**src/bmrc_pkg.sv**
```systemverilog
// Constants, types and the strap decode for the boot mode and reset control block.
// Assumes one 25 MHz system clock and a 32-bit APB register port.
// Operation
// - Boot region from straps: primary low is user flash, else secondary picks memory.
// - Software system reset keeps the latched boot region; straps are not resampled.
// - Enabling loader protection starts a self system reset keeping the boot region.
// - New strap settings apply only after external reset or power cycle.
// - With a debugger attached, disabling JTAG or freeing test reset resets at once.
// - Without a debugger, those remap settings simply take effect with no reset.
// - Shared pin gives JTAG data out priority; trace only after JTAG disabled.
package bmrc_pkg;

    localparam int unsigned CLK_PERIOD_NS = 40;
    localparam int unsigned RST_HOLD_NS = 640;
    localparam int unsigned RST_HOLD_CYC = (RST_HOLD_NS + CLK_PERIOD_NS - 1) / CLK_PERIOD_NS;
    localparam int unsigned SETTLE_CYC = 3;

    localparam int APB_AW = 12;
    localparam logic [11:0] OFS_CTRL = 12'h000;
    localparam logic [11:0] OFS_REMAP = 12'h004;
    localparam logic [11:0] OFS_STATUS = 12'h008;

    localparam int CTRL_SWRST_BIT = 0;
    localparam int CTRL_PROT_BIT = 1;
    localparam int STAT_BOOT_LSB = 0;
    localparam int STAT_CAUSE_LSB = 4;
    localparam int STAT_DBG_BIT = 8;
    localparam int STAT_TRACE_BIT = 9;
    localparam int STAT_HOLD_BIT = 10;

    localparam logic [31:0] RD_ZERO = 32'h0000_0000;
    // Sync reset values: ext reset pin idles high (inactive)
    localparam logic [3:0] SYNC_RST_VAL = 4'h4;

    typedef enum logic [1:0] {
        BOOT_USER_FLASH = 2'h0,
        BOOT_SYSTEM_MEM = 2'h1,
        BOOT_SRAM = 2'h3
    } bmrc_boot_t;

    typedef enum logic [2:0] {
        CAUSE_POR = 3'h0,
        CAUSE_EXT = 3'h1,
        CAUSE_SW = 3'h2,
        CAUSE_PROT = 3'h3,
        CAUSE_DBG = 3'h4
    } bmrc_cause_t;

    typedef enum logic [1:0] {
        ST_SETTLE = 2'h0,
        ST_RUN = 2'h1,
        ST_HOLD = 2'h3,
        ST_RELEASE = 2'h2
    } bmrc_state_t;

    typedef struct packed {
        logic boot_strap_secondary;
        logic boot_strap_primary;
    } bmrc_strap_t;

    // Remap layout: bit0 jtag_off, bit1 trst_free, bit2 trace_en
    typedef struct packed {
        logic trace_en;
        logic trst_free;
        logic jtag_off;
    } bmrc_remap_t;

    localparam bmrc_remap_t REMAP_RESET = 3'h0;

    function automatic bmrc_boot_t bmrc_decode(input bmrc_strap_t s);
        bmrc_boot_t b;
        if (!s.boot_strap_primary) begin
            b = BOOT_USER_FLASH;
        end else if (!s.boot_strap_secondary) begin
            b = BOOT_SYSTEM_MEM;
        end else begin
            b = BOOT_SRAM;
        end
        return b;
    endfunction

endpackage

```
**src/bmrc_top.sv**
```systemverilog
// Boot mode selection and system reset control with debug remap and shared trace pin.
// Assumes APB master on CLK_SYS_I; strap, external reset and debug-attach pins are async.
`timescale 1ns/1ps
module bmrc_top
    import bmrc_pkg::*;
#(
    parameter int unsigned HOLD_CYCLES = bmrc_pkg::RST_HOLD_CYC
) (
    input wire logic CLK_SYS_I,                        // System clock, 25 MHz
    input wire logic RST_I,                            // Power-on reset, async, active high
    input wire logic BOOT_STRAP_PRIMARY_I,             // Primary boot strap pin
    input wire logic BOOT_STRAP_SECONDARY_I,           // Secondary boot strap pin
    input wire logic EXT_RESET_N_I,                    // External reset pin, active low
    input wire logic DEBUG_SESSION_I,                  // Debugger attached, async level
    input wire logic TEST_DATA_OUT_ROLE_I,             // JTAG data out from the TAP
    input wire logic TEST_DATA_OUT_OE_I,               // TAP drives data out
    input wire logic SERIAL_TRACE_OUTPUT_I,            // Serial trace data
    input wire logic PSEL_I,                           // APB select
    input wire logic PENABLE_I,                        // APB enable
    input wire logic PWRITE_I,                         // APB write
    input wire logic [bmrc_pkg::APB_AW-1:0] PADDR_I,   // APB byte address
    input wire logic [31:0] PWDATA_I,                  // APB write data
    output logic [31:0] PRDATA_O,                      // APB read data
    output logic PREADY_O,                             // APB ready
    output logic PSLVERR_O,                            // APB error, unmapped address
    output bmrc_pkg::bmrc_boot_t BOOT_REGION_O,        // Latched fetch region
    output logic SYS_RESET_O,                          // System reset, active high
    output logic JTAG_EN_O,                            // JTAG port enabled
    output logic TRST_PIN_EN_O,                        // Test reset pin owned by JTAG
    output logic SHARED_PIN_O,                         // Shared data-out/trace pin value
    output logic SHARED_PIN_OE_O                       // Shared pin output enable
);
    import bmrc_pkg::*;

    localparam int unsigned CNT_MAX = (HOLD_CYCLES > SETTLE_CYC) ? HOLD_CYCLES : SETTLE_CYC;
    localparam int CW = $clog2(CNT_MAX + 1);
    localparam logic [CW-1:0] HOLD_LOAD = CW'(HOLD_CYCLES - 1);
    localparam logic [CW-1:0] SETTLE_LOAD = CW'(SETTLE_CYC - 1);
    localparam logic [CW-1:0] CNT_ZERO = '0;
    localparam logic [CW-1:0] CNT_ONE = CW'(1);

    // Synchronised pins
    logic [3:0] sync_bus;
    bmrc_strap_t strap_s;
    logic ext_rst_n_s;
    logic dbg_s;

    bmrc_sync #(
        .WIDTH(4),
        .RST_VAL(SYNC_RST_VAL)
    ) u_sync (
        .CLK_SYS_I(CLK_SYS_I),
        .RST_I(RST_I),
        .ASYNC_I({DEBUG_SESSION_I, EXT_RESET_N_I, BOOT_STRAP_SECONDARY_I,
                  BOOT_STRAP_PRIMARY_I}),
        .SYNC_O(sync_bus)
    );

    assign strap_s = bmrc_strap_t'(sync_bus[1:0]);
    assign ext_rst_n_s = sync_bus[2];
    assign dbg_s = sync_bus[3];

    // State
    bmrc_state_t state_r;
    bmrc_state_t state_nxt;
    logic [CW-1:0] cnt_r;
    logic [CW-1:0] cnt_nxt;
    bmrc_cause_t cause_r;
    bmrc_cause_t cause_nxt;
    bmrc_boot_t boot_r;
    bmrc_boot_t boot_nxt;
    bmrc_remap_t remap_r;
    bmrc_remap_t remap_nxt;
    logic sys_rst_r;
    logic pin_r;
    logic pin_oe_r;
    logic [31:0] prdata_r;
    logic sample_en;

    // APB decode
    wire setup_ph = PSEL_I & ~PENABLE_I;
    wire access_ph = PSEL_I & PENABLE_I;
    wire wr_en = access_ph & PWRITE_I;
    wire hit_ctrl = (PADDR_I == OFS_CTRL);
    wire hit_remap = (PADDR_I == OFS_REMAP);
    wire hit_status = (PADDR_I == OFS_STATUS);
    wire unmapped = ~(hit_ctrl | hit_remap | hit_status);
    wire in_run = (state_r == ST_RUN);

    // Writes land only while the system runs; during a reset hold they are dropped
    wire ctrl_wr = wr_en & hit_ctrl & in_run;
    wire remap_wr = wr_en & hit_remap & in_run;
    wire sw_req = ctrl_wr & PWDATA_I[CTRL_SWRST_BIT];
    wire prot_req = ctrl_wr & PWDATA_I[CTRL_PROT_BIT];
    wire bmrc_remap_t remap_wdata = bmrc_remap_t'(PWDATA_I[2:0]);
    wire debug_cut = remap_wdata.jtag_off | remap_wdata.trst_free;
    wire dbg_trip = remap_wr & dbg_s & debug_cut;
    wire ext_act = ~ext_rst_n_s;
    wire jtag_on = ~remap_r.jtag_off;

    // Reset sequencing
    always_comb begin
        state_nxt = state_r;
        cnt_nxt = cnt_r;
        cause_nxt = cause_r;
        sample_en = 1'b0;
        case (state_r)
            ST_SETTLE: begin
                // Wait for the synchronisers to carry real pin levels
                if (cnt_r == CNT_ZERO) begin
                    sample_en = 1'b1;
                    state_nxt = ST_RUN;
                end else begin
                    cnt_nxt = cnt_r - CNT_ONE;
                end
            end
            ST_RUN: begin
                if (ext_act) begin
                    state_nxt = ST_HOLD;
                    cause_nxt = CAUSE_EXT;
                    cnt_nxt = HOLD_LOAD;
                end else if (dbg_trip) begin
                    state_nxt = ST_HOLD;
                    cause_nxt = CAUSE_DBG;
                    cnt_nxt = HOLD_LOAD;
                end else if (prot_req) begin
                    state_nxt = ST_HOLD;
                    cause_nxt = CAUSE_PROT;
                    cnt_nxt = HOLD_LOAD;
                end else if (sw_req) begin
                    state_nxt = ST_HOLD;
                    cause_nxt = CAUSE_SW;
                    cnt_nxt = HOLD_LOAD;
                end
            end
            ST_HOLD: begin
                if (ext_act) begin
                    // Pin held low keeps the system in reset and turns it external
                    cause_nxt = CAUSE_EXT;
                    cnt_nxt = HOLD_LOAD;
                end else if (cnt_r == CNT_ZERO) begin
                    state_nxt = ST_RELEASE;
                end else begin
                    cnt_nxt = cnt_r - CNT_ONE;
                end
            end
            ST_RELEASE: begin
                // Soft, protection and debug resets skip the strap resample
                sample_en = (cause_r == CAUSE_EXT);
                state_nxt = ST_RUN;
            end
            default: begin
                state_nxt = ST_SETTLE;
                cnt_nxt = SETTLE_LOAD;
            end
        endcase
    end

    assign boot_nxt = sample_en ? bmrc_decode(strap_s) : boot_r;

    // A trip never applies the remap: the reset clears it first
    assign remap_nxt = (state_nxt != ST_RUN) ? REMAP_RESET :
                       remap_wr ? remap_wdata : remap_r;

    always_ff @(posedge CLK_SYS_I or posedge RST_I) begin
        if (RST_I) begin
            state_r <= ST_SETTLE;
            cnt_r <= SETTLE_LOAD;
            cause_r <= CAUSE_POR;
            sys_rst_r <= 1'b1;
        end else begin
            state_r <= state_nxt;
            cnt_r <= cnt_nxt;
            cause_r <= cause_nxt;
            sys_rst_r <= (state_nxt != ST_RUN);
        end
    end

    always_ff @(posedge CLK_SYS_I or posedge RST_I) begin
        if (RST_I) begin
            boot_r <= BOOT_USER_FLASH;
            remap_r <= REMAP_RESET;
        end else begin
            boot_r <= boot_nxt;
            remap_r <= remap_nxt;
        end
    end

    // Shared pin: JTAG data out wins until the port is remapped off
    wire pin_nxt = jtag_on ? TEST_DATA_OUT_ROLE_I : SERIAL_TRACE_OUTPUT_I;
    wire pin_oe_nxt = jtag_on ? TEST_DATA_OUT_OE_I : remap_r.trace_en;

    always_ff @(posedge CLK_SYS_I or posedge RST_I) begin
        if (RST_I) begin
            pin_r <= 1'b0;
            pin_oe_r <= 1'b0;
        end else begin
            pin_r <= pin_nxt;
            pin_oe_r <= pin_oe_nxt;
        end
    end

    // Read data captured in the setup phase so the access phase shows a flop
    logic [31:0] status_word;
    always_comb begin
        status_word = RD_ZERO;
        status_word[STAT_BOOT_LSB +: 2] = boot_r;
        status_word[STAT_CAUSE_LSB +: 3] = cause_r;
        status_word[STAT_DBG_BIT] = dbg_s;
        status_word[STAT_TRACE_BIT] = ~jtag_on & remap_r.trace_en;
        status_word[STAT_HOLD_BIT] = sys_rst_r;
    end

    wire [31:0] remap_word = {29'h0000_0000, remap_r};
    wire [31:0] rd_mux = hit_remap ? remap_word :
                         hit_status ? status_word : RD_ZERO;

    always_ff @(posedge CLK_SYS_I or posedge RST_I) begin
        if (RST_I) begin
            prdata_r <= RD_ZERO;
        end else if (setup_ph & ~PWRITE_I) begin
            prdata_r <= rd_mux;
        end
    end

    assign PRDATA_O = prdata_r;
    assign PREADY_O = 1'b1;
    assign PSLVERR_O = access_ph & unmapped;
    assign BOOT_REGION_O = boot_r;
    assign SYS_RESET_O = sys_rst_r;
    assign JTAG_EN_O = jtag_on;
    assign TRST_PIN_EN_O = ~remap_r.trst_free;
    assign SHARED_PIN_O = pin_r;
    assign SHARED_PIN_OE_O = pin_oe_r;

    // Checks
    boot_decode_a: assert property (@(posedge CLK_SYS_I) disable iff (RST_I)
        sample_en |=> (boot_r == bmrc_decode($past(strap_s))))
        else $error("boot region does not match strap decode");

    sw_keep_a: assert property (@(posedge CLK_SYS_I) disable iff (RST_I)
        (state_r inside {ST_HOLD, ST_RELEASE}) && (cause_r == CAUSE_SW) |=> $stable(boot_r))
        else $error("software reset changed boot region");

    prot_reset_a: assert property (@(posedge CLK_SYS_I) disable iff (RST_I)
        (in_run && prot_req && !ext_act && !dbg_trip)
        |=> SYS_RESET_O && (cause_r == CAUSE_PROT) ##1 SYS_RESET_O)
        else $error("protection enable did not start a reset");

    prot_keep_a: assert property (@(posedge CLK_SYS_I) disable iff (RST_I)
        (state_r == ST_RELEASE) && (cause_r == CAUSE_PROT) |-> !sample_en ##1 $stable(boot_r))
        else $error("protection reset resampled straps");

    ext_resample_a: assert property (@(posedge CLK_SYS_I) disable iff (RST_I)
        (state_r == ST_RELEASE) && (cause_r == CAUSE_EXT)
        |=> (boot_r == bmrc_decode($past(strap_s))))
        else $error("external reset did not resample straps");

    dbg_reset_a: assert property (@(posedge CLK_SYS_I) disable iff (RST_I)
        dbg_trip |=> SYS_RESET_O && !remap_r.jtag_off && !remap_r.trst_free)
        else $error("debug remap did not reset at once");

    nodbg_apply_a: assert property (@(posedge CLK_SYS_I) disable iff (RST_I)
        (remap_wr && !dbg_s && !ext_act)
        |=> !SYS_RESET_O && (remap_r == $past(remap_wdata)))
        else $error("remap without debugger misapplied");

    tdo_prio_a: assert property (@(posedge CLK_SYS_I) disable iff (RST_I)
        jtag_on |=> (SHARED_PIN_O == $past(TEST_DATA_OUT_ROLE_I)))
        else $error("shared pin not carrying JTAG data out");

    trace_route_a: assert property (@(posedge CLK_SYS_I) disable iff (RST_I)
        (!jtag_on && remap_r.trace_en)
        |=> SHARED_PIN_OE_O && (SHARED_PIN_O == $past(SERIAL_TRACE_OUTPUT_I)))
        else $error("trace not routed after JTAG disable");

    latch_only_a: assert property (@(posedge CLK_SYS_I) disable iff (RST_I)
        !sample_en |=> $stable(boot_r))
        else $error("boot latch changed without a sample");

    hold_len_a: assert property (@(posedge CLK_SYS_I) disable iff (RST_I)
        (in_run && (state_nxt == ST_HOLD)) |=> SYS_RESET_O [*8])
        else $error("system reset pulse too short");

endmodule

```
**src/bmrc_sync.sv**
```systemverilog
// Two-flop synchroniser, one stage pair per bit.
// Assumes inputs are asynchronous to CLK_SYS_I; reset values are constants.
`timescale 1ns/1ps
module bmrc_sync #(
    parameter int WIDTH = 4,
    parameter logic [WIDTH-1:0] RST_VAL = '0
) (
    input wire logic CLK_SYS_I,          // System clock
    input wire logic RST_I,              // Async reset, active high
    input wire logic [WIDTH-1:0] ASYNC_I, // Raw inputs
    output logic [WIDTH-1:0] SYNC_O      // Synchronised outputs
);
    for (genvar i = 0; i < WIDTH; i++) begin : g_bit
        logic meta_r;
        logic sync_r;
        always_ff @(posedge CLK_SYS_I or posedge RST_I) begin
            if (RST_I) begin
                meta_r <= RST_VAL[i];
                sync_r <= RST_VAL[i];
            end else begin
                meta_r <= ASYNC_I[i];
                sync_r <= meta_r;
            end
        end
        assign SYNC_O[i] = sync_r;
    end
endmodule

```
**config.mk**
```make
export PLATFORM = sky130hd
export DESIGN_NAME = bmrc_top
export DESIGN_NICKNAME = d
export VERILOG_FILES = /design/src/bmrc_pkg.sv /design/src/bmrc_top.sv /design/src/bmrc_sync.sv
export SDC_FILE = /design/constraint.sdc
export NUM_CORES = 1
export LEC_CHECK = 0
export BUFFER_PORTS_ARGS = -buffer_cell sky130_fd_sc_hd__clkbuf_2
export CAP_MARGIN = 20
export CORE_ASPECT_RATIO = 1.75
export CORE_MARGIN = 2
export CORE_UTILIZATION = 50
export CTS_BUF_LIST = sky130_fd_sc_hd__clkbuf_8
export DETAILED_ROUTE_END_ITERATION = 6
export PLACE_DENSITY_LB_ADDON = 0.12
export SYNTH_ARGS = -nofsm -noshare
export SYNTH_HDL_FRONTEND = slang
export SYNTH_SLANG_ARGS = --single-unit
export TNS_END_PERCENT = 10
```
**constraint.sdc**
```tcl
create_clock -name CLK_SYS_I -period 2.8 [get_ports CLK_SYS_I]
set_input_delay 0.14 -clock CLK_SYS_I [delete_from_list [all_inputs] [get_ports CLK_SYS_I]]
set_output_delay 0.14 -clock CLK_SYS_I [all_outputs]
set_load 0.01 [all_outputs]
```
==> impl_metrics.json, run 1 <==
{
  "critPathLaunch": "cnt_r[0]",
  "clock-skew-final_ns": 0.00774,
  "synth_top_area_frac": 0.431,
  "grt_pass1_vias": 1343,
  "hold_ws_ns": 0.0729,
  "end_kind": "flop",
  "ys_types": 46,
  "syn_to_final_growth_pct": 18.3,
  "path_cells": "inv_1 > ha_1 > or4b_1 > nor2_1 > a31oi_1 > nor2_1 > mux2_2",
  "grt_remaining_overflow": 0,
  "rr_startpoint": "cnt_r[0]",
  "final_core_util": 0.627,
  "max_cap_viol_count": 0,
  "setup_viol": 0,
  "drc": 0,
  "slew_violations": 0,
  "power_uw": 1080,
  "gp_congestion": 0.847,
  "syn-instance-count": 167,
  "min_path_type": "primary input to flop",
  "die_width_um": 49.4,
  "relSlewSlack": 0.495,
  "synth_area_leader_cell": "dfrtp_1",
  "place.port_buffers": 43,
  "diodes": 0,
  "antenna_found_initial": 0,
  "grt_pass1_wl_um": 5980,
  "setup-tns-final_ns": 0,
  "cp.arrival_ns": 2.22,
  "critPathMaxStageDelay_ns": 0.55,
  "start_util": 0.530,
  "routedWlPerCell_um": 13.5,
  "synth.yosys.seq_area_share": 0.489,
  "postCtsSetupBuffers": 0,
  "slowest_stage": "or4b_1",
  "path_clk_slew_ns": 0.08,
  "seq_area_sq_um": 881,
  "synth_edf_count": 0,
  "synth_area_leaders": "dfrtp_1 (43%), buf_4 (10%), dfstp_2 (5.8%)",
  "core_area_sq_um": 3400,
  "leakagePower_uw": 0.00105,
  "cts_root_buf": "clkbuf_8",
  "drive_gt1_frac": 0.311,
  "path_common_cell": "nor2_1",
  "crit_family": "simple AND/OR/NAND/NOR gates",
  "rsz0062_at_grt": "false",
  "drt_iter0_drc": 35,
  "synth-seq-cells": 35,
  "path_class": "flop to flop",
  "cts_made_buffers": 5,
  "fmax_mhz": 490,
  "row_count": 28,
  "period_share": 0.728,
  "multi_input_area_sq_um": 759,
  "cp.required_ns": 2.98,
  "clk_latency_ns": 0.29,
  "netlist_area_sq_um": 1800,
  "final_cell_mix": "clkbuf_2 (43), dfrtp_1 (31), conb_1 (24)",
  "wirelength_um": 3560,
  "avgSynthCellArea_sq_um": 10.8,
  "nFillCells": 306,
  "grt_max_degree": 36,
  "dieArea_sq_um": 4120,
  "ios": 97,
  "min_from": "SERIAL_TRACE_OUTPUT_I",
  "irDropWorstVdd_v": 0.000384,
  "place_hpwl_um": 2740,
  "tightest_slew_ns": 0.751,
  "synthArstFlopShare": 1.00,
  "layout_commonest_cell": "clkbuf_2",
  "cts_tree": "done",
  "dr_total_vias": 1324,
  "vias_per_cell": 5.02,
  "setup_slack_ns": 0.761,
  "synthFlopType": "dfrtp_1",
  "final-hold-violation-count": 0,
  "path_max_fanout": 5,
  "final_antenna_net_count": 0,
  "yosysWarnings": 0,
  "fin_nets": 275,
  "h-tree-depth": 2,
  "place_ws_ns": 0.756,
  "outcome": "finished, final reports clean",
  "critPathBufInv": 1,
  "period_needed_ns": 2.04,
  "die_h_um": 83.4,
  "clkSinkCount": 35,
  "startpoint_type": "flop",
  "dr.pass1.iters": 4,
  "clock_path_buffers": 2,
  "track_usage": 0.188,
  "power_density_nw_per_um2": 508
}
registers in the layout (all words and copies together), names as in the netlist, 2 cells and up:
| signal | flops |
|---|---|
| cause_r | 3 |
| cnt_r | 5 |
| PRDATA_O | 9 |
| u_sync.g_bit.sync_r | 4 |
| state_r | 2 |
| remap_r | 3 |
| BOOT_REGION_O | 2 |
| u_sync.g_bit.meta_r | 4 |
synthesized netlist by cell type, types with 2 or more instances:
master    number
dfrtp_1       31
buf_4         24
inv_1         13
nor2_1        13
nand2_1       10
a22o_1         6
o21ai_0        6
and3_1         4
dfstp_2        4
mux2i_1        4
nor3_1         4
mux2_2         3
nor4_1         3
a22oi_1        2
a31oi_1        2
a32o_1         2
buf_2          2
conb_1         2
nand2b_1       2
nand3_1        2
nor4_4         2
o21a_1         2
report_power, final:
part	switching [uW]	total [uW]	internal (uW)
logic	57.8	94.5	36.6
registers	9.09	531	522
clock network	191	456	265
total	258	1080	824
metal layers:
layer / wire length, um / global-route usage / vias up / part of all wire
met5: 0 / 0 / - / 0
met4: 59 / 0.0701 / 0 / 0.017
met3: 128 / 0.0396 / 7 / 0.036
met2: 2070 / 0.365 / 29 / 0.58
met1: 1300 / 0.183 / 649 / 0.37
li1: - / - / 639 / -
worst reg2reg max path, cell delays in order (launching register included):
cell     delay [ns]
dfrtp_1        0.41
inv_1          0.07
ha_1           0.18
or4b_1         0.55
nor2_1         0.13
a31oi_1        0.05
nor2_1         0.19
mux2_2         0.35
final timing paths:
kind,to,slack [ns],cells past startpoint
max in group asynchronous,SYS_RESET_O,1.99,4
worst max register to register,BOOT_REGION_O[0],0.76,7
worst min-delay path,SHARED_PIN_O,0.07,2
worst min register to register,u_sync.g_bit[1].sync_r,0.35,0
min in group asynchronous,u_sync.g_bit[3].meta_r,0.47,4
worst max-delay path,BOOT_REGION_O[0],0.76,7
through the flow:
stage	std cells	instance area, sq um
floorplan	189	1880
global placement	251	1970
detailed placement	251	1970
CTS	264	2130
global route	264	2130
finish	264	2130
kinds of logic after synthesis:
kind of cell	Yosys count	share of synthesized area
AND/OR/NAND/NOR	51	0.190
buffers and inverters	40	0.135
adder cells (fa/ha/maj)	1	0.00695
flip-flops	35	0.489
AO/OA/AOI/OAI	31	0.133
multiplexers	7	0.0410
other	2	0.00417
cell type report:
type / count / share of cell area
clock buffers: 5 / 0.0323
clock inverters: 3 / 0.0206
inverters: 13 / 0.0229
multi-input cells: 114 / 0.356
flip-flops and latches: 35 / 0.413
well taps: 45 / 0.0264
repair buffers: 49 / 0.128
timing repair:
item,4_1_cts,5_1_grt
gates resized for setup,0,0
hold buffers,5,0
endpoints found under the hold margin,35,0
(Power assumes the default switching activity.)
==> run 2, diff against run 1 <==
--- a/config.mk
+++ b/config.mk
@@ -5,11 +5,12 @@
 export SDC_FILE = /design/constraint.sdc
 export NUM_CORES = 1
 export LEC_CHECK = 0
+export ABC_AREA = 1
 export BUFFER_PORTS_ARGS = -buffer_cell sky130_fd_sc_hd__clkbuf_2
 export CAP_MARGIN = 20
 export CORE_ASPECT_RATIO = 1.75
 export CORE_MARGIN = 2
-export CORE_UTILIZATION = 50
+export CORE_UTILIZATION = 48
 export CTS_BUF_LIST = sky130_fd_sc_hd__clkbuf_8
 export DETAILED_ROUTE_END_ITERATION = 6
 export PLACE_DENSITY_LB_ADDON = 0.12
==> constraint.sdc (replaced) <==
create_clock -name CLK_SYS_I -period 1.9 [get_ports CLK_SYS_I]
set_input_delay 0.095 -clock CLK_SYS_I [delete_from_list [all_inputs] [get_ports CLK_SYS_I]]
set_output_delay 0.095 -clock CLK_SYS_I [all_outputs]
set_load 0.01 [all_outputs]
==> run 2 against run 1 <==
Wire length grew 10%. Global-route usage grew 0.14 points. Worst setup slack lost 0.50 ns. Non-clock buffer count grew 1. Critical path type unchanged. Critical endpoint is now cnt_r[0]. Largest cell class is now multi-input combinational cells. Largest power group unchanged.
==> impl_metrics.json, run 2 <==
{
  "leakagePower_uw": 0.00127,
  "fin_nets": 362,
  "gp_congestion": 0.826,
  "grt_max_degree": 36,
  "setup_viol": 0,
  "cts_resized": 0,
  "irDropWorstVdd_v": 0.000512,
  "place_hpwl_um": 3120,
  "endpoint": "cnt_r[0]",
  "postCtsHoldBufs": 5,
  "instances_no_fill": 355,
  "routedWlPerCell_um": 11.0,
  "path_cells": "inv_1 > ha_1 > nand3b_2 > inv_1 > nand2_1 > nand3_1 > nand2_1 > nand3_1 > nand3_1 > nand2_1",
  "end_kind": "flop",
  "syn-instance-count": 252,
  "max_cap_viol_count": 0,
  "start_util": 0.493,
  "track_usage": 0.189,
  "r2r_slack_ns": 0.26,
  "clock-skew-final_ns": 0.00512,
  "synth_top_area_frac": 0.386,
  "use_met2": 0.372,
  "min_path_type": "primary input to flop",
  "vias_per_cell": 4.63,
  "use_met1": 0.184,
  "dr_total_vias": 1644,
  "synth-seq-cells": 35,
  "dieArea_sq_um": 4740,
  "path_clk_slew_ns": 0.07,
  "dr.pass1.iters": 4,
  "ios": 97,
  "yosysWarnings": 0,
  "path_depth": 10,
  "crit_family": "simple AND/OR/NAND/NOR gates",
  "synthFlopType": "dfrtp_1",
  "cp.arrival_ns": 1.82,
  "grt_pass1_vias": 1575,
  "critPathLaunch": "cnt_r[1]",
  "drc": 0,
  "critPathBufInv": 2,
  "cts_made_buffers": 5,
  "ys_types": 33,
  "h-tree-depth": 2,
  "final-hold-violation-count": 0,
  "grt_pass1_wl_um": 6560,
  "grt_remaining_overflow": 0,
  "die_width_um": 52.9,
  "rr_endpoint": "cnt_r[0]",
  "final_antenna_net_count": 0,
  "top_usage_layer": "met2",
  "clk_latency_ns": 0.28,
  "place.port_buffers": 43,
  "final_core_util": 0.579,
  "rr_worst_depth": 10,
  "synth_edf_count": 0,
  "clkSinkCount": 35,
  "critPathMaxStageDelay_ns": 0.56,
  "cts_tree": "done",
  "period_share": 0.865,
  "startpoint_type": "flop",
  "outcome": "finished, final reports clean",
  "synth.yosys.seq_area_share": 0.438,
  "syn_to_final_growth_pct": 17.3,
  "setup-tns-final_ns": 0,
  "numPlacedInstances": 342,
  "cts_root_buf": "clkbuf_8",
  "antenna_found_initial": 0,
  "rr_startpoint": "cnt_r[1]",
  "diodes": 0,
  "synthArstFlopShare": 1.00,
  "drt_iter0_drc": 25,
  "yosysMostFrequentCell": "nand2_1",
  "placed_area_sq_um": 2190,
  "postCtsSetupBuffers": 0,
  "power_density_nw_per_um2": 686,
  "die_h_um": 89.6,
  "path_max_fanout": 7,
  "fmax_mhz": 608,
  "gr-usage-met3": 0.0348,
  "nFillCells": 409,
  "cp.required_ns": 2.07,
  "slowest_stage": "dfstp_2",
  "final_area_sq_um": 2360,
  "avgSynthCellArea_sq_um": 7.97,
  "largest_register_ffs": 9,
  "row_count": 31,
  "clock_path_buffers": 2,
  "core_area_sq_um": 4070,
  "rsz0062_at_grt": "false",
  "slew_violations": 0,
  "synth_commonest_cells": "nand2_1 (66), dfrtp_1 (31), inv_1 (28)",
  "layout_commonest_cell": "nand2_1",
  "synth_area_leader_cell": "dfrtp_1",
  "synth_area_leaders": "dfrtp_1 (39%), nand2_1 (12%), buf_4 (9.0%)",
  "drive_gt1_frac": 0.265,
  "wirelength_um": 3920,
  "final_cell_mix": "nand2_1 (66), clkbuf_2 (43), dfrtp_1 (31)",
  "netlist_area_sq_um": 2010,
  "period_needed_ns": 1.64,
  "path_class": "flop to flop"
}
==> run 2: cell types whose count changed after synthesis, sizes merged, moves of 5 or more <==
cell   before  now
nand2      10   74
inv        13   34
nand3       2   21
nor2       13   23
o21ai       6   13
a22o        6    0
nor4        6    1
==> run 2: area by class of cell <==
cell class,instances,area [sq um],share of cell area
clock buffers,5,68.8,0.0292
clock inverters,3,43.8,0.0186
inverters,34,128,0.0541
multi-input cells,179,895,0.380
flip-flops and latches,35,881,0.374
well taps,49,61.3,0.0260
repair buffers,50,280,0.119
==> run 2: where the power goes <==
group          total (uW)  leakage (uW)  switching [uW]  internal, uW
Clock                 655     0.0000581             265           390
Sequential            790      0.000426            16.3           774
Combinational         171      0.000789             107          64.3
==> run 2: per-layer routing <==
metal | up-vias | part of all wire
met5 | - | 0
met4 | 0 | 0.0097
met3 | 4 | 0.036
met2 | 33 | 0.59
met1 | 755 | 0.37
li1 | 852 | -
==> run 2: cells by family (layout without fill, tap and decap cells) <==
logic type               Yosys count  in the layout  synth area share
AO/OA/AOI/OAI                     25             25            0.0741
XOR/XNOR                           1              1           0.00436
adder cells (fa/ha/maj)            1              1           0.00623
buffers and inverters             60             92             0.158
flip-flops                        35             35             0.438
other                              2             24           0.00374
AND/OR/NAND/NOR                  128            128             0.316
==> run 2: worst min path at each step <==
stage / to / slack [ns] / startpoint / cells after the start
6_report: SHARED_PIN_O / 0.01 / TEST_DATA_OUT_ROLE_I / 3
5_1_grt: SHARED_PIN_O / 0.02 / TEST_DATA_OUT_ROLE_I / 3
4_1_cts: SHARED_PIN_O / 0.001 / TEST_DATA_OUT_ROLE_I / 3
3_5_place_dp: u_sync.g_bit[2].meta_r / 0.18 / EXT_RESET_N_I / 1
3_3_place_gp: u_sync.g_bit[2].meta_r / 0.18 / EXT_RESET_N_I / 1
2_1_floorplan: u_sync.g_bit[2].meta_r / 0.1 / EXT_RESET_N_I / 0
==> run 2: stage by stage <==
stage / hold slack, ns / setup WS [ns] / power (uW)
final: 0.0131 / 0.256 / 1620
after global routing: 0.0205 / 0.0869 / 1700
after CTS: 0.00102 / 0.254 / 1650
after detailed placement: 0.185 / 0.281 / 969
after global placement: 0.183 / 0.281 / 965
after floorplan: 0.0995 / 0.442 / 943
==> run 2: worst register-to-register path: stages, from the launching register on <==
cell and delay, ns:
dfstp_2 0.56, inv_1 0.05, ha_1 0.22, nand3b_2 0.18, inv_1 0.11, nand2_1 0.09
nand3_1 0.08, nand2_1 0.07, nand3_1 0.06, nand3_1 0.07, nand2_1 0.06
==> run 3, diff against run 2 <==
--- a/config.mk
+++ b/config.mk
@@ -8,9 +8,11 @@
 export ABC_AREA = 1
 export BUFFER_PORTS_ARGS = -buffer_cell sky130_fd_sc_hd__clkbuf_2
 export CAP_MARGIN = 20
+export CELL_PAD_IN_SITES_DETAIL_PLACEMENT = 1
+export CELL_PAD_IN_SITES_GLOBAL_PLACEMENT = 1
 export CORE_ASPECT_RATIO = 1.75
 export CORE_MARGIN = 2
-export CORE_UTILIZATION = 48
+export CORE_UTILIZATION = 33
 export CTS_BUF_LIST = sky130_fd_sc_hd__clkbuf_8
 export DETAILED_ROUTE_END_ITERATION = 6
 export PLACE_DENSITY_LB_ADDON = 0.12
==> run 3 against run 2 <==
Maximum frequency fell by 0.75%. Via count is 4.7% higher. Critical endpoint unchanged. Wire length increased by 27%.
==> impl_metrics.json, run 3 (same netlist as run 2, synthesis figures left out) <==
{
  "rr_startpoint": "cnt_r[1]",
  "path_max_fanout": 7,
  "start_util": 0.342,
  "dieArea_sq_um": 6750,
  "slew_violations": 0,
  "syn_to_final_growth_pct": 20.2,
  "startpoint_type": "flop",
  "place_hpwl_um": 3950,
  "irDropWorstVdd_v": 0.000369,
  "end_kind": "flop",
  "whs_endpoint": "SHARED_PIN_OE_O",
  "clk_latency_ns": 0.30,
  "ios": 97,
  "final_antenna_net_count": 0,
  "leakagePower_uw": 0.00128,
  "grt_max_degree": 36,
  "cts_made_buffers": 5,
  "final_area_sq_um": 2410,
  "path_clk_slew_ns": 0.08,
  "largest_register_ffs": 9,
  "track_usage": 0.156,
  "antenna_found_initial": 0,
  "drc": 0,
  "cp.arrival_ns": 1.84,
  "grt_remaining_overflow": 0,
  "gp_congestion": 0.787,
  "clkSinkCount": 35,
  "final_core_util": 0.411,
  "rr_worst_depth": 10,
  "holdPathStages": 3,
  "min_from": "TEST_DATA_OUT_OE_I",
  "final_cell_mix": "nand2_1 (66), clkbuf_2 (43), dfrtp_1 (31)",
  "instances_no_fill": 386,
  "fmax_mhz": 604,
  "r2r_slack_ns": 0.24,
  "die_h_um": 107,
  "grt_pass1_vias": 1789,
  "setup-tns-final_ns": 0,
  "cp.required_ns": 2.09,
  "path_class": "flop to flop",
  "power_density_nw_per_um2": 687,
  "postCtsSetupBuffers": 0,
  "drive_gt1_frac": 0.269,
  "period_needed_ns": 1.66,
  "clock_path_buffers": 2,
  "clock-skew-final_ns": 0.00863,
  "setup_viol": 0,
  "cts_tree": "done",
  "drt_iter0_drc": 44,
  "rsz0062_at_grt": "false",
  "placed_area_sq_um": 2240,
  "period_share": 0.872,
  "min_path_type": "primary input to flop",
  "max_cap_viol_count": 0,
  "layout_commonest_cell": "nand2_1",
  "rr_endpoint": "cnt_r[0]",
  "dr.pass1.iters": 3,
  "wirelength_um": 4990,
  "grt_pass1_wl_um": 8090,
  "die_width_um": 63.0,
  "outcome": "finished, final reports clean",
  "diodes": 0,
  "row_count": 37,
  "place.port_buffers": 43,
  "numPlacedInstances": 372,
  "routedWlPerCell_um": 12.9,
  "vias_per_cell": 4.46,
  "dr_total_vias": 1721,
  "fin_nets": 364,
  "h-tree-depth": 2,
  "core_area_sq_um": 5880,
  "cts_root_buf": "clkbuf_8",
  "final-hold-violation-count": 0
}
-- run 3: changes by cell type in the layout (fill, tap and decap cells not counted) --
cell           delta
buf_4             +1
dlygate4sd3_1     +1
a21oi_2           +1
a21oi_1           -1
-- run 3: stage by stage --
step	power, uW	hold slack [ns]	worst slack, ns
final	1660	0.0113	0.244
after global routing	1740	0.00716	0.112
after CTS	1690	0.00752	0.177
after detailed placement	978	0.192	0.197
after global placement	973	0.184	0.222
after floorplan	943	0.0995	0.442
-- run 3: power by group --
group / internal, uW / switching [uW] / leakage [uW]
Clock: 391 / 298 / 0.0000581
Sequential: 774 / 15.9 / 0.000426
Combinational: 66.9 / 113 / 0.000798
-- run 3: worst max-delay path by stage --
stage / start / end / slack (ns)
CTS: cnt_r[0] / BOOT_REGION_O[1] / 0.18
finish: cnt_r[1] / cnt_r[0] / 0.24
global placement: cnt_r[0] / BOOT_REGION_O[1] / 0.22
global route: cnt_r[0] / BOOT_REGION_O[1] / 0.11
detailed placement: cnt_r[0] / BOOT_REGION_O[1] / 0.20
floorplan: cnt_r[1] / cnt_r[0] / 0.44
-- run 3: worst max-delay path: stages (launching register included) --
cell and delay, ns:
dfstp_2 0.57, inv_1 0.05, ha_1 0.22, nand3b_2 0.18, inv_1 0.11, nand2_1 0.10
nand3_1 0.07, nand2_1 0.06, nand3_1 0.07, nand3_1 0.07, nand2_1 0.06
-- run 3: metal layers --
metal | track usage | wire, um | up-vias
met5 | 0 | 0 | -
met1 | 0.141 | 1720 | 818
met2 | 0.323 | 3000 | 38
met4 | 0.0698 | 98 | 0
met3 | 0.0283 | 169 | 9
li1 | - | - | 856
-- run 3: what timing repair did --
item | in CTS | in global routing
setup endpoints to repair | 0 | 1
resized for setup | 0 | 1
hold buffers | 6 | 0
endpoints found under the hold margin | 36 | 0
-- run 3: cell type report --
type                            instances  area, sq um
Clock buffer                            5         68.8
Sequential cell                        35          881
Clock inverter                          3         43.8
Tap cell                               78         97.6
Fill cell                             765         3460
Multi-Input combinational cell        179          898
Timing Repair Buffer                   52          298
Inverter                               34          128
